$ cat src/core/pgfl_pkg.sv
// Constants for the power-good fault latch block.
package pgfl_pkg;
  localparam int NSRC = 7;
  localparam logic [7:0] OFS_FIRST_SEL   = 8'h18;
  localparam logic [7:0] OFS_FIRST_FLAG  = 8'h19;
  localparam logic [7:0] OFS_SECOND_SEL  = 8'h1a;
  localparam logic [7:0] OFS_SECOND_FLAG = 8'h1b;
  localparam logic [7:0] OFS_MODE        = 8'h17;
  localparam logic [7:0] OFS_IRQ_STAT    = 8'h20;
  localparam logic [7:0] OFS_IRQ_CLR     = 8'h21;
  localparam logic [7:0] OFS_IRQ_EN      = 8'h22;
  localparam int HOLD_BIT         = 7;
  localparam int MODE_SECOND_GATE = 6;
  localparam int MODE_SECOND_SENSE = 4;
  localparam int MODE_FIRST_GATE  = 2;
  localparam int MODE_FIRST_SENSE = 0;
  localparam logic [7:0] SEL_RESET  = 8'h00;
  localparam logic [7:0] MODE_RESET = 8'h00;
  localparam int CLK_HZ     = 50_000_000;
  localparam int HOLD_MS    = 11;
  localparam int HOLD_CYCLES = CLK_HZ / 1000 * HOLD_MS;
endpackage

$ cat src/core/pgfl_rise_hold.sv
// Delays the rising edge of one good level.
`timescale 1ns/10ps
module pgfl_rise_hold
  import pgfl_pkg::*;
#(
  parameter int HOLD = HOLD_CYCLES
) (
  input  wire logic mclk_i,
  input  wire logic resetn_i,
  input  wire logic hold_en_i,
  input  wire logic good_i,
  output logic      good_o
);
  logic [31:0] cnt;
  wire         done = (cnt >= 32'(HOLD));
  always_ff @(posedge mclk_i) begin
    if (!resetn_i) begin
      cnt    <= 32'h0;
      good_o <= 1'b0;
    end else if (!good_i) begin
      cnt    <= 32'h0;
      good_o <= 1'b0;
    end else if (!hold_en_i || done) begin
      good_o <= 1'b1;
    end else begin
      cnt <= cnt + 32'h1;
    end
  end
endmodule

$ cat src/core/pgfl_top.sv
// Power-good combining, fault flags and register slave.
`timescale 1ns/10ps
module pgfl_top
  import pgfl_pkg::*;
#(
  parameter int HOLD = HOLD_CYCLES
) (
  input  wire logic       mclk_i,
  input  wire logic       resetn_i,
  input  wire logic [7:0] avs_address_i,
  input  wire logic       avs_read_i,
  input  wire logic       avs_write_i,
  input  wire logic [31:0] avs_writedata_i,
  input  wire logic [3:0] avs_byteenable_i,
  output logic [31:0]     avs_readdata_o,
  output logic            avs_waitrequest_o,
  input  wire logic [6:0] src_valid_i,
  input  wire logic [6:0] second_sel_strap_i,
  output logic            first_good_output_o,
  output logic            second_good_output_o,
  output logic            irq_o
);
  logic [7:0] first_sel;
  logic [7:0] second_sel;
  logic [7:0] mode;
  logic [6:0] first_flags;
  logic [6:0] second_flags;
  logic [1:0] irq_stat;
  logic [1:0] irq_en;
  logic       ack;
  logic       first_held;
  logic       second_held;
  logic       strap_done;

  typedef enum logic [1:0] {
    PGFL_IDLE = 2'b00,
    PGFL_ACK  = 2'b01
  } pgfl_bus_t;
  pgfl_bus_t bus_state;

  function automatic logic all_ok(input logic [6:0] sel, input logic [6:0] v);
    all_ok = &(v | ~sel);
  endfunction

  wire       req      = avs_read_i | avs_write_i;
  wire       wr_go    = avs_write_i & (bus_state == PGFL_ACK);
  wire       be0      = avs_byteenable_i[0];
  wire [7:0] wd       = avs_writedata_i[7:0];
  wire       wr_fsel  = wr_go & be0 & (avs_address_i == OFS_FIRST_SEL);
  wire       wr_fflag = wr_go & be0 & (avs_address_i == OFS_FIRST_FLAG);
  wire       wr_ssel  = wr_go & be0 & (avs_address_i == OFS_SECOND_SEL);
  wire       wr_sflag = wr_go & be0 & (avs_address_i == OFS_SECOND_FLAG);
  wire       wr_mode  = wr_go & be0 & (avs_address_i == OFS_MODE);
  wire       wr_iclr  = wr_go & be0 & (avs_address_i == OFS_IRQ_CLR);
  wire       wr_ien   = wr_go & be0 & (avs_address_i == OFS_IRQ_EN);

  wire       first_live  = all_ok(first_sel[6:0], src_valid_i);
  wire       second_live = all_ok(second_sel[6:0], src_valid_i);
  wire [6:0] first_fail  = first_sel[6:0] & ~src_valid_i;
  wire [6:0] second_fail = second_sel[6:0] & ~src_valid_i;
  // clear only where source valid again
  wire [6:0] first_clr   = wr_fflag ? (wd[6:0] & src_valid_i) : 7'h00;
  wire [6:0] second_clr  = wr_sflag ? (wd[6:0] & src_valid_i) : 7'h00;
  wire       first_good  = mode[MODE_FIRST_GATE] ? (first_flags == 7'h00) : first_live;
  wire       second_good = mode[MODE_SECOND_GATE] ? (second_flags == 7'h00) : second_live;
  wire [1:0] irq_evt = {|second_fail, |first_fail};

  wire [7:0] rd_mux =
    (avs_address_i == OFS_FIRST_SEL)   ? first_sel :
    (avs_address_i == OFS_FIRST_FLAG)  ? {1'b0, first_flags} :
    (avs_address_i == OFS_SECOND_SEL)  ? second_sel :
    (avs_address_i == OFS_SECOND_FLAG) ? {1'b0, second_flags} :
    (avs_address_i == OFS_MODE)        ? mode :
    (avs_address_i == OFS_IRQ_STAT)    ? {6'h00, irq_stat} :
    (avs_address_i == OFS_IRQ_EN)      ? {6'h00, irq_en} : 8'h00;

  always_ff @(posedge mclk_i) begin
    if (!resetn_i) begin
      bus_state <= PGFL_IDLE;
      avs_waitrequest_o <= 1'b1;
      avs_readdata_o <= 32'h0;
    end else begin
      case (bus_state)
        PGFL_IDLE: begin
          if (req) begin
            bus_state <= PGFL_ACK;
            avs_waitrequest_o <= 1'b0;
            avs_readdata_o <= {24'h0, rd_mux};
          end
        end
        PGFL_ACK: begin
          bus_state <= PGFL_IDLE;
          avs_waitrequest_o <= 1'b1;
        end
        default: begin
          bus_state <= PGFL_IDLE;
          avs_waitrequest_o <= 1'b1;
        end
      endcase
    end
  end

  always_ff @(posedge mclk_i) begin
    if (!resetn_i) begin
      second_sel <= SEL_RESET;
      strap_done <= 1'b0;
    end else if (!strap_done) begin
      second_sel <= {1'b0, second_sel_strap_i};
      strap_done <= 1'b1;
    end else if (wr_ssel) begin
      second_sel <= wd;
    end
  end

  always_ff @(posedge mclk_i) begin
    if (!resetn_i) begin
      first_sel <= SEL_RESET;
      mode      <= MODE_RESET;
      irq_en    <= 2'b00;
    end else begin
      if (wr_fsel) first_sel <= wd;
      if (wr_mode) mode <= wd;
      if (wr_ien) irq_en <= wd[1:0];
    end
  end

  always_ff @(posedge mclk_i) begin
    if (!resetn_i) begin
      first_flags  <= 7'h00;
      second_flags <= 7'h00;
      irq_stat     <= 2'b00;
    end else begin
      first_flags  <= (first_flags & ~first_clr) | first_fail;
      second_flags <= (second_flags & ~second_clr) | second_fail;
      irq_stat     <= (irq_stat & ~(wr_iclr ? wd[1:0] : 2'b00)) | irq_evt;
    end
  end

  pgfl_rise_hold #(.HOLD(HOLD)) u_first_hold (
    .mclk_i    (mclk_i),
    .resetn_i  (resetn_i),
    .hold_en_i (first_sel[HOLD_BIT]),
    .good_i    (first_good),
    .good_o    (first_held)
  );

  pgfl_rise_hold #(.HOLD(HOLD)) u_second_hold (
    .mclk_i    (mclk_i),
    .resetn_i  (resetn_i),
    .hold_en_i (second_sel[HOLD_BIT]),
    .good_i    (second_good),
    .good_o    (second_held)
  );

  always_ff @(posedge mclk_i) begin
    if (!resetn_i) begin
      first_good_output_o  <= 1'b0;
      second_good_output_o <= 1'b0;
      irq_o <= 1'b0;
    end else begin
      first_good_output_o  <= first_held ^ mode[MODE_FIRST_SENSE];
      second_good_output_o <= second_held ^ mode[MODE_SECOND_SENSE];
      irq_o <= |(irq_stat & irq_en);
    end
  end

  chk_fail_sets_flag: assert property (@(posedge mclk_i) disable iff (!resetn_i)
    |second_fail |=> |second_flags) else $error("second flag not set");
  chk_first_flag_set: assert property (@(posedge mclk_i) disable iff (!resetn_i)
    (first_fail != 7'h00) |=> ((first_flags & $past(first_fail)) == $past(first_fail)))
    else $error("first flag not set");
  chk_invalid_keeps: assert property (@(posedge mclk_i) disable iff (!resetn_i)
    (second_flags[0] && !src_valid_i[0]) |=> second_flags[0]) else $error("flag lost");
  chk_first_keep: assert property (@(posedge mclk_i) disable iff (!resetn_i)
    (first_flags[6] && !src_valid_i[6]) |=> first_flags[6]) else $error("first flag lost");
  chk_reserved_zero: assert property (@(posedge mclk_i) disable iff (!resetn_i)
    (!avs_waitrequest_o && avs_address_i == OFS_SECOND_FLAG) |-> !avs_readdata_o[7])
    else $error("reserved bit set");
  chk_live_drop: assert property (@(posedge mclk_i) disable iff (!resetn_i)
    (!mode[MODE_SECOND_GATE] && !second_live) |=> !second_held) else $error("live drop");
  chk_gate_mode: assert property (@(posedge mclk_i) disable iff (!resetn_i)
    (mode[MODE_FIRST_GATE] && first_flags != 7'h00) |=> !first_held) else $error("gate");
  chk_sense: assert property (@(posedge mclk_i) disable iff (!resetn_i)
    ##1 second_good_output_o == ($past(second_held) ^ $past(mode[MODE_SECOND_SENSE])))
    else $error("sense wrong");
  chk_no_hold: assert property (@(posedge mclk_i) disable iff (!resetn_i)
    (!second_sel[HOLD_BIT] && second_good && !second_held) |=> second_held)
    else $error("undelayed rise late");
  chk_hold_min: assert property (@(posedge mclk_i) disable iff (!resetn_i)
    (first_sel[HOLD_BIT] && $rose(first_good)) |=> !first_held) else $error("early rise");
  chk_thermal_mask: assert property (@(posedge mclk_i) disable iff (!resetn_i)
    (!second_sel[6] && !second_flags[6]) |=> !second_flags[6]) else $error("thermal not masked");
  chk_select_mask: assert property (@(posedge mclk_i) disable iff (!resetn_i)
    (second_sel == 8'h00 && !mode[MODE_SECOND_GATE]) |=> second_held)
    else $error("mask ignored");
  chk_clear_lands: assert property (@(posedge mclk_i) disable iff (!resetn_i)
    (wr_fflag && wd[0] && src_valid_i[0] && !first_fail[0]) |=> !first_flags[0])
    else $error("first flag not cleared");
  chk_first_reserved: assert property (@(posedge mclk_i) disable iff (!resetn_i)
    (!avs_waitrequest_o && avs_address_i == OFS_FIRST_FLAG) |-> !avs_readdata_o[7])
    else $error("first reserved bit set");
  chk_second_hold: assert property (@(posedge mclk_i) disable iff (!resetn_i)
    (second_sel[HOLD_BIT] && $rose(second_good)) |=> !second_held) else $error("early rise");
  chk_first_drop: assert property (@(posedge mclk_i) disable iff (!resetn_i)
    (!mode[MODE_FIRST_GATE] && !first_live) |=> !first_held) else $error("first live drop");
  chk_second_gate: assert property (@(posedge mclk_i) disable iff (!resetn_i)
    (mode[MODE_SECOND_GATE] && second_flags != 7'h00) |=> !second_held) else $error("gate");
  chk_strap_load: assert property (@(posedge mclk_i)
    ($rose(resetn_i)) |=> second_sel[6:0] == $past(second_sel_strap_i))
    else $error("strap not taken");

  cov_first_fault: cover property (@(posedge mclk_i) |first_flags);
  cov_second_clear: cover property (@(posedge mclk_i) $fell(|second_flags));
  cov_held_rise: cover property (@(posedge mclk_i) $rose(second_held));
  cov_irq: cover property (@(posedge mclk_i) irq_o);
endmodule

$ cat config.mk
export PLATFORM = sky130hd
export DESIGN_NAME = pgfl_top
export DESIGN_NICKNAME = d
export VERILOG_FILES = /design/src/core/pgfl_pkg.sv /design/src/core/pgfl_rise_hold.sv /design/src/core/pgfl_top.sv
export SDC_FILE = /design/constraint.sdc
export NUM_CORES = 1
export LEC_CHECK = 0
export BUFFER_PORTS_ARGS = -buffer_cell sky130_fd_sc_hd__buf_2
export CELL_PAD_IN_SITES_DETAIL_PLACEMENT = 0
export CELL_PAD_IN_SITES_GLOBAL_PLACEMENT = 2
export CORE_ASPECT_RATIO = 0.6
export CORE_UTILIZATION = 34
export CTS_CLUSTER_SIZE = 8
export DETAILED_ROUTE_END_ITERATION = 10
export MAX_ROUTING_LAYER = met4
export PLACE_DENSITY = 0.92
export SLEW_MARGIN = 20
export SYNTH_ARGS = -nofsm -noshare
export SYNTH_HDL_FRONTEND = slang
export SYNTH_SLANG_ARGS = --single-unit
$ cat constraint.sdc
create_clock -name mclk_i -period 1.95 [get_ports mclk_i]
set_input_delay 0.0975 -clock mclk_i [delete_from_list [all_inputs] [get_ports mclk_i]]
set_output_delay 0.0975 -clock mclk_i [all_outputs]
set_load 0.01 [all_outputs]
==> reports/qor.txt, run 1 <==
WL final - 16.0 mm
Area Overhead vs Synth - 29.2%
Crit path required time - 2.30 ns
Largest family of logic cells by synthesized area - simple AND/OR/NAND/NOR gates
Reg-to-Reg Start - u_second_hold.cnt[22]
Number of global-route vias before repair - 4632
Setup violations, final - 7
Core area - 0.0171 mm2
Unrepaired setup endpoints after global routing - yes
Starting Density - 34.7%
CP top delay family - simple AND/OR/NAND/NOR gates
First-pass GRT wire length - 25.4 mm
Min-delay src - avs_writedata_i[3]
Number of flops mapped to enable cells by yosys - 0
Worst vdd ir - 0.000523 V
Initial antenna violation count - 0
Slew HR - 58.3%
WL per Instance - 15.4 um
Cell taking the most area after synthesis - dfxtp_1
Xor/xnor share of the synthesized area - 0.736%
Synth Warn # - 0
Worst-Margin Slew - 0.626 ns
Critical Path AT - 2.37 ns
Main synth FF type - dfxtp_1
Share of layout cells above drive strength 1 - 23.0%
CP cell instances - nor4_4 -> nand4_1 -> a211o_4 -> buf_12 -> or4_1 -> a21oi_2
Status - finished, violations left
Total Power - 6190 uW
Met3 Use GR - 3.62%
PortBufs - 46
CP Max Fanout - 8
Skew final - 0.00863 ns
DRT Pass-1 Iters - 5
Fin crit share - 103%
Row cnt - 37
Multiplexer share of the synthesized area - 6.61%
CP endpoint kind - flip-flop
R2R Setup Slk - -0.06 ns
RD Place Congestion - 0.851
Remaining DRCs - 0
Hold Fails Final Rpt - 0
DRT antenna net count - 0
Reg2Reg Depth - 6
GR Util All Layers - 18.5%
Syn Area/Cell - 8.69 um2
Share of the synthesized area in the top cell type - 41.1%
Clock tree from TritonCTS - built
CP bufs+invs - 1
CP max stage delay - 0.52 ns
Library cells used by synthesis - 59
Maximum Capacitance Violations - 0
Seq cells post-synth - 122
Leak - 0.00306 uW
Grt met1 use - 30.2%
Largest cells by area after synthesis - dfxtp_1, mux2i_1, a21oi_1
Vias - 5277
Die Y - 104 um
Fin. max-slew vios - 0
Min setup slack post-route - -0.0630 ns
CP max-delay cell - or4_1
Hold Path Depth - 3
I/O Pins - 98
Worst Hold Path EP - mode[3]
Synth Area in Simple Gates - 26.3%
TritonCTS Buffers - 17
CP Launch Point - u_second_hold.cnt[22]
Die ar. - 0.0180 mm2
Largest net degree at the start of global routing - 36
Worst-Skew Late Latency - 0.42 ns
Iter 0 DRT Violations - 428
Post-Syn Instances - 684
Clock slew at reported path FFs - 0.06 ns
GR Overflow Total - 0
Failing checks - negative setup slack
Max Clock Freq - 497 MHz
Fillers - 1681
Post-synth top cells - dfxtp_1, nand2_1, a21oi_1
GR peak layer - met1
HP Class - in2reg
Post-DP HPWL - 11.3 mm
Nets - 860
N_diodes - 0
CTS root buffer - clkbuf_16
Register area share after synthesis - 41.1%
Fraction of registers with async set or reset after synthesis - 0%
H-tree Lvls - 4
Complex-gate fraction of the synthesized area - 17.0%
CTS sink cnt - 122
Mapped Area - 0.00595 mm2
CP Launch Type - flip-flop
Worst reg2reg path endpoint - u_second_hold.cnt[9]
Post-synthesis adder-cell area fraction - 0.842%
Die X - 173 um
PD cells - 805 mW/mm2
Vias per cell - 5.07
Met2 usage - 21.4%
Sum of negative setup slack - -0.236 ns
Critical path type - reg2reg
Longest Clk Path Bufs - 2
Tmin final - 2.01 ns
Top-count cell post-synth - dfxtp_1
[worst register-to-register path, stage by stage, from the launching register on]
cell	delay, ns
dfxtp_2	0.33
nor4_4	0.30
nand4_1	0.18
a211o_4	0.35
buf_12	0.15
or4_1	0.52
a21oi_2	0.12
[cell usage in the layout, fill, tap and decap left out, types with 15 or more instances in the layout]
cell type / n
dfxtp_1: 119
nand2_1: 49
o2bb2ai_1: 15
inv_1: 29
and3_1: 27
and2_1: 20
mux2i_1: 37
nor2_1: 39
conb_1: 24
nand4_1: 17
o21ai_0: 26
nand3_1: 36
buf_4: 63
a21oi_1: 46
buf_2: 46
clkbuf_16: 17
[report_power, final]
part	switching [uW]	leakage (uW)	internal (uW)
registers	34.8	0.000990	2530
logic	252	0.00178	193
clock network	1170	0.000286	2000
total	1460	0.00306	4720
[registers in the layout, indices dropped and copies added (netlist names), 2 cells and up]
name	count
first_flags	7
avs_readdata_o	8
u_second_hold.cnt	32
u_first_hold.cnt	32
first_sel	8
second_sel	8
irq_stat	2
second_flags	7
mode	8
irq_en	2
[timing repair]
action | 4_1_cts | 5_1_grt
gates cloned | 2 | 0
resized for setup | 9 | 24
setup buffers | 0 | 7
hold buffers | 12 | 0
setup endpoints to repair | 27 | 36
hold endpoints to repair | 13 | 0
pin swaps | 16 | 12
[area by class of cell]
cell class              count  area (um2)  area share [%]
multi-input cells         497        3320            43.2
flip-flops and latches    122        2450            31.8
repair buffers            127         932            12.1
clock buffers              19         433            5.64
well taps                 234         293            3.81
clock inverters            13         153            1.99
inverters                  29         109            1.42
[metrics by stage]
| step | cells | worst slack (ns) | hold WS (ns) | instance area (um2) | utilization (%) |
|---|---|---|---|---|---|
| 2_1_floorplan | 707 | 0.143 | 0.125 | 6030 | - |
| 3_3_place_gp | 988 | -0.156 | 0.364 | 6700 | 39.1 |
| 3_5_place_dp | 988 | -0.163 | 0.376 | 6700 | 39.1 |
| 4_1_cts | 1034 | -0.0428 | 0.00288 | 7520 | 43.9 |
| 5_1_grt | 1041 | -0.148 | 0.0150 | 7680 | 44.9 |
| 6_report | 1041 | -0.0630 | 0.0152 | 7680 | 44.9 |
[cell families (layout without fill, tap and decap cells)]
logic type / Yosys count / in the layout
compound gates: 150 / 150
xor+xnor: 5 / 5
fa+ha+maj: 4 / 4
buf+inv: 88 / 188
flops: 122 / 122
mux: 38 / 38
other cells: 1 / 24
simple gates: 276 / 276
[layer usage]
metal / vias up / share of wire, %
met1: 2464 / 58
met5: - / 0
met4: 0 / 0.51
met3: 10 / 5.6
met2: 155 / 36
li1: 2648 / -
[worst max path at each step]
stage,to,slack [ns],depth (start not counted)
6_report,u_second_hold.cnt[9],-0.06,6
5_1_grt,u_second_hold.cnt[9],-0.15,6
4_1_cts,u_second_hold.cnt[9],-0.04,6
3_5_place_dp,u_second_hold.cnt[9],-0.16,6
3_3_place_gp,u_second_hold.cnt[9],-0.16,6
2_1_floorplan,u_second_hold.cnt[15],0.14,6
Power figures use the tool's default switching activity.
==> run 2: changes to the inputs <==
- PLACE_DENSITY: 0.92 -> not set
- PLACE_DENSITY_LB_ADDON: not set -> 0.1
- clock period: 1.95 -> 2 ns (I/O delays scaled with it)
==> run 2 against run 1 <==
Hold slack better by 0.0016 ns. Combinational power decreased by 13%. Critical path depth grew 1. Power is 0.51% higher. Fmax rose by 0.21%. Sequential cell count stayed put. Via count shrank 1.8%. Critical path type unchanged. The run still ends with negative setup slack left.
==> reports/qor.txt, run 2 (synthesized netlist as in run 1, its figures left out) <==
Iter 0 DRT Violations - 338
Worst-Margin Slew - 0.678 ns
First-pass GRT wire length - 26.6 mm
Most frequent cells in the layout - dfxtp_1, nand2_1, buf_2
N_diodes - 0
Fin. max-slew vios - 0
CP max stage delay - 0.50 ns
Hold Fails Final Rpt - 0
Max Clock Freq - 498 MHz
WL final - 16.4 mm
Leak - 0.00288 uW
Row cnt - 37
DRT Pass-1 Iters - 5
Switch Pwr - 1380 uW
TritonCTS Buffers - 17
Remaining DRCs - 0
Worst-Skew Late Latency - 0.42 ns
CP cell instances - nor4_2 -> buf_4 -> nand4_1 -> a211o_1 -> buf_12 -> or4_1 -> a21oi_1
Worst vdd ir - 0.000513 V
GR Overflow Total - 0
PD cells - 836 mW/mm2
DRT antenna net count - 0
Status - finished, violations left
GR Util All Layers - 19.5%
Largest net degree at the start of global routing - 46
Skew final - 0.0115 ns
Longest Clk Path Bufs - 2
HP Class - in2reg
Critical Path AT - 2.35 ns
Comb power frac - 6.2%
Crit path required time - 2.35 ns
Post-DP HPWL - 11.7 mm
Power share of the clock group - 53.3%
CP max-delay cell - or4_1
Starting Density - 34.7%
CTS root buffer - clkbuf_16
Die Y - 104 um
I/O Pins - 98
Number of global-route vias before repair - 4817
R2R Setup Slk - -0.009 ns
Die X - 173 um
CP top delay family - simple AND/OR/NAND/NOR gates
Core area - 0.0171 mm2
Die ar. - 0.0180 mm2
Tmin final - 2.01 ns
Setup violations, final - 2
Critical path type - reg2reg
Slew HR - 54.8%
Final core occ - 43.4%
Unrepaired setup endpoints after global routing - yes
Fin crit share - 100%
RD Place Congestion - 0.797
CP Max Fanout - 14
Vias per cell - 5.12
Net Sw Frac - 22.3%
Fin cells - 1013
Min setup slack post-route - -0.00873 ns
Share of layout cells above drive strength 1 - 19.4%
Flop pwr share - 40.4%
Biggest regs - u_first_hold.cnt (32), u_second_hold.cnt (32)
Total Power - 6220 uW
Failing checks - negative setup slack
WHS - 0.0168 ns
Vias - 5183
Maximum Capacitance Violations - 0
Clock slew at reported path FFs - 0.06 ns
Clock tree from TritonCTS - built
CP bufs+invs - 2
CTS sink cnt - 122
Initial antenna violation count - 0
Area Overhead vs Synth - 25.0%
Nets - 833
H-tree Lvls - 4
Commonest non-fill, non-tap cell in the layout - dfxtp_1
CP Launch Type - flip-flop
WL per Instance - 16.2 um
CP endpoint kind - flip-flop
Fillers - 1712
Internal - 4830 uW
Placed cell count - 967
PortBufs - 46
run 2: changes by cell type in the layout (fill, tap and decap cells not counted), moves of 3 or more:
cell,delta
buf_4,-25
nor4_4,-5
clkbuf_8,+4
buf_6,-3
dfxtp_1,+3
dfxtp_2,-3
nor4_1,+3
run 2: worst paths after layout:
path | start | cells after the start | endpoint
max | u_second_hold.cnt[30] | 7 | u_second_hold.cnt[8]
min | avs_writedata_i[3] | 3 | mode[3]
max reg2reg | u_second_hold.cnt[30] | 7 | u_second_hold.cnt[8]
min reg2reg | u_first_hold.good_o | 2 | u_first_hold.good_o
run 2: power by group through the flow:
stage	Sequential (uW)	Combinational, uW	Clock [uW]
finish	2510	388	3320
global route	2520	430	3500
CTS	2510	383	3390
detailed placement	2570	363	0
global placement	2560	359	0
floorplan	2550	245	0
run 2: cell type report:
cell class	count	area [um2]	share of cell area, %
clock buffer	23	488	6.57
timing repair buffer	100	721	9.70
sequential	122	2440	32.9
clock inverter	8	140	1.89
inverter	29	109	1.46
multi-input combinational	497	3240	43.6
tap	234	293	3.94
run 2: metal layers:
layer,vias up,track usage (%),wire [um]
li1,2594,-,-
met1,2449,30.0,9160
met2,124,24.6,6300
met3,16,3.44,742
met4,0,6.64,209
met5,-,-,0
run 2: what timing repair did:
action / 4_1_cts / 5_1_grt
gates cloned: 0 / 1
setup buffers: 0 / 2
endpoints found under the hold margin: 13 / 0
hold buffers: 12 / 0
resized for setup: 1 / 14
pin swaps: 1 / 1
endpoints found under the setup margin: 12 / 29
run 2: worst register-to-register path, stage by stage, from the launching register on:
cell and delay, ns:
dfxtp_1 0.31, nor4_2 0.27, buf_4 0.15, nand4_1 0.10, a211o_1 0.30, buf_12 0.17
or4_1 0.50, a21oi_1 0.16
run 2: metrics by stage:
| step | setup TNS (ns) | setup WS, ns | instance area [um2] |
|---|---|---|---|
| 2_1_floorplan | 0 | 0.193 | 6030 |
| 3_3_place_gp | -0.0223 | -0.00569 | 6560 |
| 3_5_place_dp | -0.195 | -0.0369 | 6560 |
| 4_1_cts | -0.0219 | -0.0142 | 7320 |
| 5_1_grt | -1.34 | -0.113 | 7430 |
| 6_report | -0.0167 | -0.00873 | 7430 |
==> run 3: changes to the inputs <==
- clock period: 2 -> 2.3 ns (I/O delays scaled with it)
==> run 3 against run 2 <==
The flow now finishes without violations. Combinational power is 17% lower. Setup slack improved by 0.24 ns. Sequential cell count is the same. First-iteration DRC count down 14%. Global-route usage decreased by 0.64 points. Register-to-register slack better by 0.24 ns. Routed wire length is 3.1% lower. Power down 11%. Utilization shrank 1.8 points. Non-clock buffer count fell by 27. Largest power group unchanged. Clock skew increased by 0.0025 ns. Sequential share of layout area rose by 1.4 points.
==> reports/qor.txt, run 3 (synthesized netlist as in run 1, its figures left out) <==
CP bufs+invs - 1
DRT antenna net count - 0
R2R Setup Slk - 0.23 ns
Worst reg2reg path endpoint - u_second_hold.cnt[13]
Area Overhead vs Synth - 19.9%
Min setup slack post-route - 0.234 ns
CP max stage delay - 0.51 ns
Crit path capture - u_second_hold.cnt[13]
CP Max Fanout - 34
Slew HR - 57.3%
Sum of negative setup slack - 0 ns
Die X - 173 um
CTS root buffer - clkbuf_16
Leak - 0.00272 uW
I/O Pins - 98
Starting Density - 34.7%
RD Place Congestion - 0.797
Core area - 0.0171 mm2
Hold Path Depth - 3
Tmin final - 2.07 ns
Area of the multi-input gates - 0.00316 mm2
Critical path type - reg2reg
Setup violations, final - 0
Post-CTS Resized - 0
Clock tree from TritonCTS - built
Reg-to-Reg Start - u_second_hold.cnt[30]
GR Util All Layers - 18.9%
Die ar. - 0.0180 mm2
TritonCTS Buffers - 17
Status - finished clean
Worst-Margin Slew - 0.640 ns
Internal - 4280 uW
Fillers - 1706
Nets - 806
Stages on the worst setup path - 6
Power share of the clock group - 54.5%
Worst vdd ir - 0.000459 V
H-tree Lvls - 4
Number of global-route vias before repair - 4666
CP max-delay cell - or4_1
Crit path required time - 2.64 ns
Fin crit share - 89.8%
Commonest non-fill, non-tap cell in the layout - dfxtp_1
Iter 0 DRT Violations - 289
CTS sink cnt - 122
Biggest regs - u_first_hold.cnt (32), u_second_hold.cnt (32)
Flop pwr share - 39.7%
WHS - 0.0178 ns
Share of layout cells above drive strength 1 - 15.7%
PortBufs - 46
Critical Path AT - 2.41 ns
CP top delay family - simple AND/OR/NAND/NOR gates
Largest net degree at the start of global routing - 44
Reg2Reg Depth - 6
Worst-Skew Late Latency - 0.41 ns
Post-DP HPWL - 11.5 mm
CP Launch Point - u_second_hold.cnt[30]
Clock slew at reported path FFs - 0.06 ns
Vias - 5014
Maximum Capacitance Violations - 0
HP Class - in2reg
First-pass GRT wire length - 26.0 mm
WL final - 15.9 mm
Net Sw Frac - 22.3%
Unrepaired setup endpoints after global routing - no
Fin. max-slew vios - 0
WL per Instance - 16.1 um
Initial antenna violation count - 0
Die Y - 104 um
N_diodes - 0
Hold Fails Final Rpt - 0
CP cell instances - nor4_1 -> nand4_1 -> a211o_1 -> buf_12 -> or4_1 -> a21oi_1
Max Clock Freq - 484 MHz
Post-place setup slack - 0.242 ns
Skew final - 0.0140 ns
Most frequent cells in the layout - dfxtp_1, nand2_1, a21oi_1
DRT Pass-1 Iters - 4
Reg area - 0.00244 mm2
Remaining DRCs - 0
Row cnt - 37
Switch Pwr - 1230 uW
Final core occ - 41.6%
CP Launch Type - flip-flop
Comb power frac - 5.8%
GR Overflow Total - 0
CP endpoint kind - flip-flop
Post CTS Setup Buffer Count - 0
Vias per cell - 5.08
Longest Clk Path Bufs - 2
PD cells - 773 mW/mm2
run 3: worst min-delay path by stage:
stage / startpoint / endpoint / slack [ns]
4_1_cts: avs_read_i / avs_waitrequest_o / 0.008
2_1_floorplan: resetn_i / strap_done / 0.14
6_report: second_sel_strap_i[4] / second_sel[4] / 0.02
5_1_grt: avs_writedata_i[5] / mode[5] / 0.03
3_5_place_dp: second_sel_strap_i[1] / second_sel[1] / 0.39
3_3_place_gp: second_sel_strap_i[2] / second_sel[2] / 0.38
run 3: worst register-to-register path, cell delays in order (launching register included):
cell and delay [ns]:
dfxtp_1 0.31, nor4_1 0.39, nand4_1 0.14, a211o_1 0.33
buf_12 0.18, or4_1 0.52, a21oi_1 0.15
run 3: timing repair:
action | CTS | global route
endpoints found under the setup margin | 0 | 0
endpoints found under the hold margin | 8 | 0
hold buffers | 7 | 0
run 3: final cells by class:
cell class                 instances  share of cell area [%]
clock buffer                      21                    6.60
clock inverter                    11                    2.69
inverter                          29                    1.53
multi-input combinational        497                    44.3
sequential                       122                    34.3
tap                              234                    4.11
timing repair buffer              73                    6.49
run 3: power by group through the flow:
stage	sequential (uW)	clock (uW)	combinational, uW
final	2190	3000	321
after global routing	2190	3160	353
after CTS	2180	3060	320
after detailed placement	2230	0	310
after global placement	2230	0	306
after floorplan	2220	0	213
run 3: per-stage QoR:
step                cells  cell area [um2]  power, uW
floorplan             707             6030       2430
global placement      948             6400       2540
detailed placement    948             6400       2540
CTS                   987             7130       5560
global route          987             7130       5700
finish                987             7130       5510
run 3: routing by layer:
| metal | vias to the layer above | share of wire [%] | global-route usage, % |
|---|---|---|---|
| li1 | 2546 | - | - |
| met1 | 2369 | 60 | 29.8 |
| met2 | 91 | 37 | 23.2 |
| met3 | 8 | 3.3 | 3.55 |
| met4 | 0 | 0.57 | 5.44 |
| met5 | - | 0 | - |
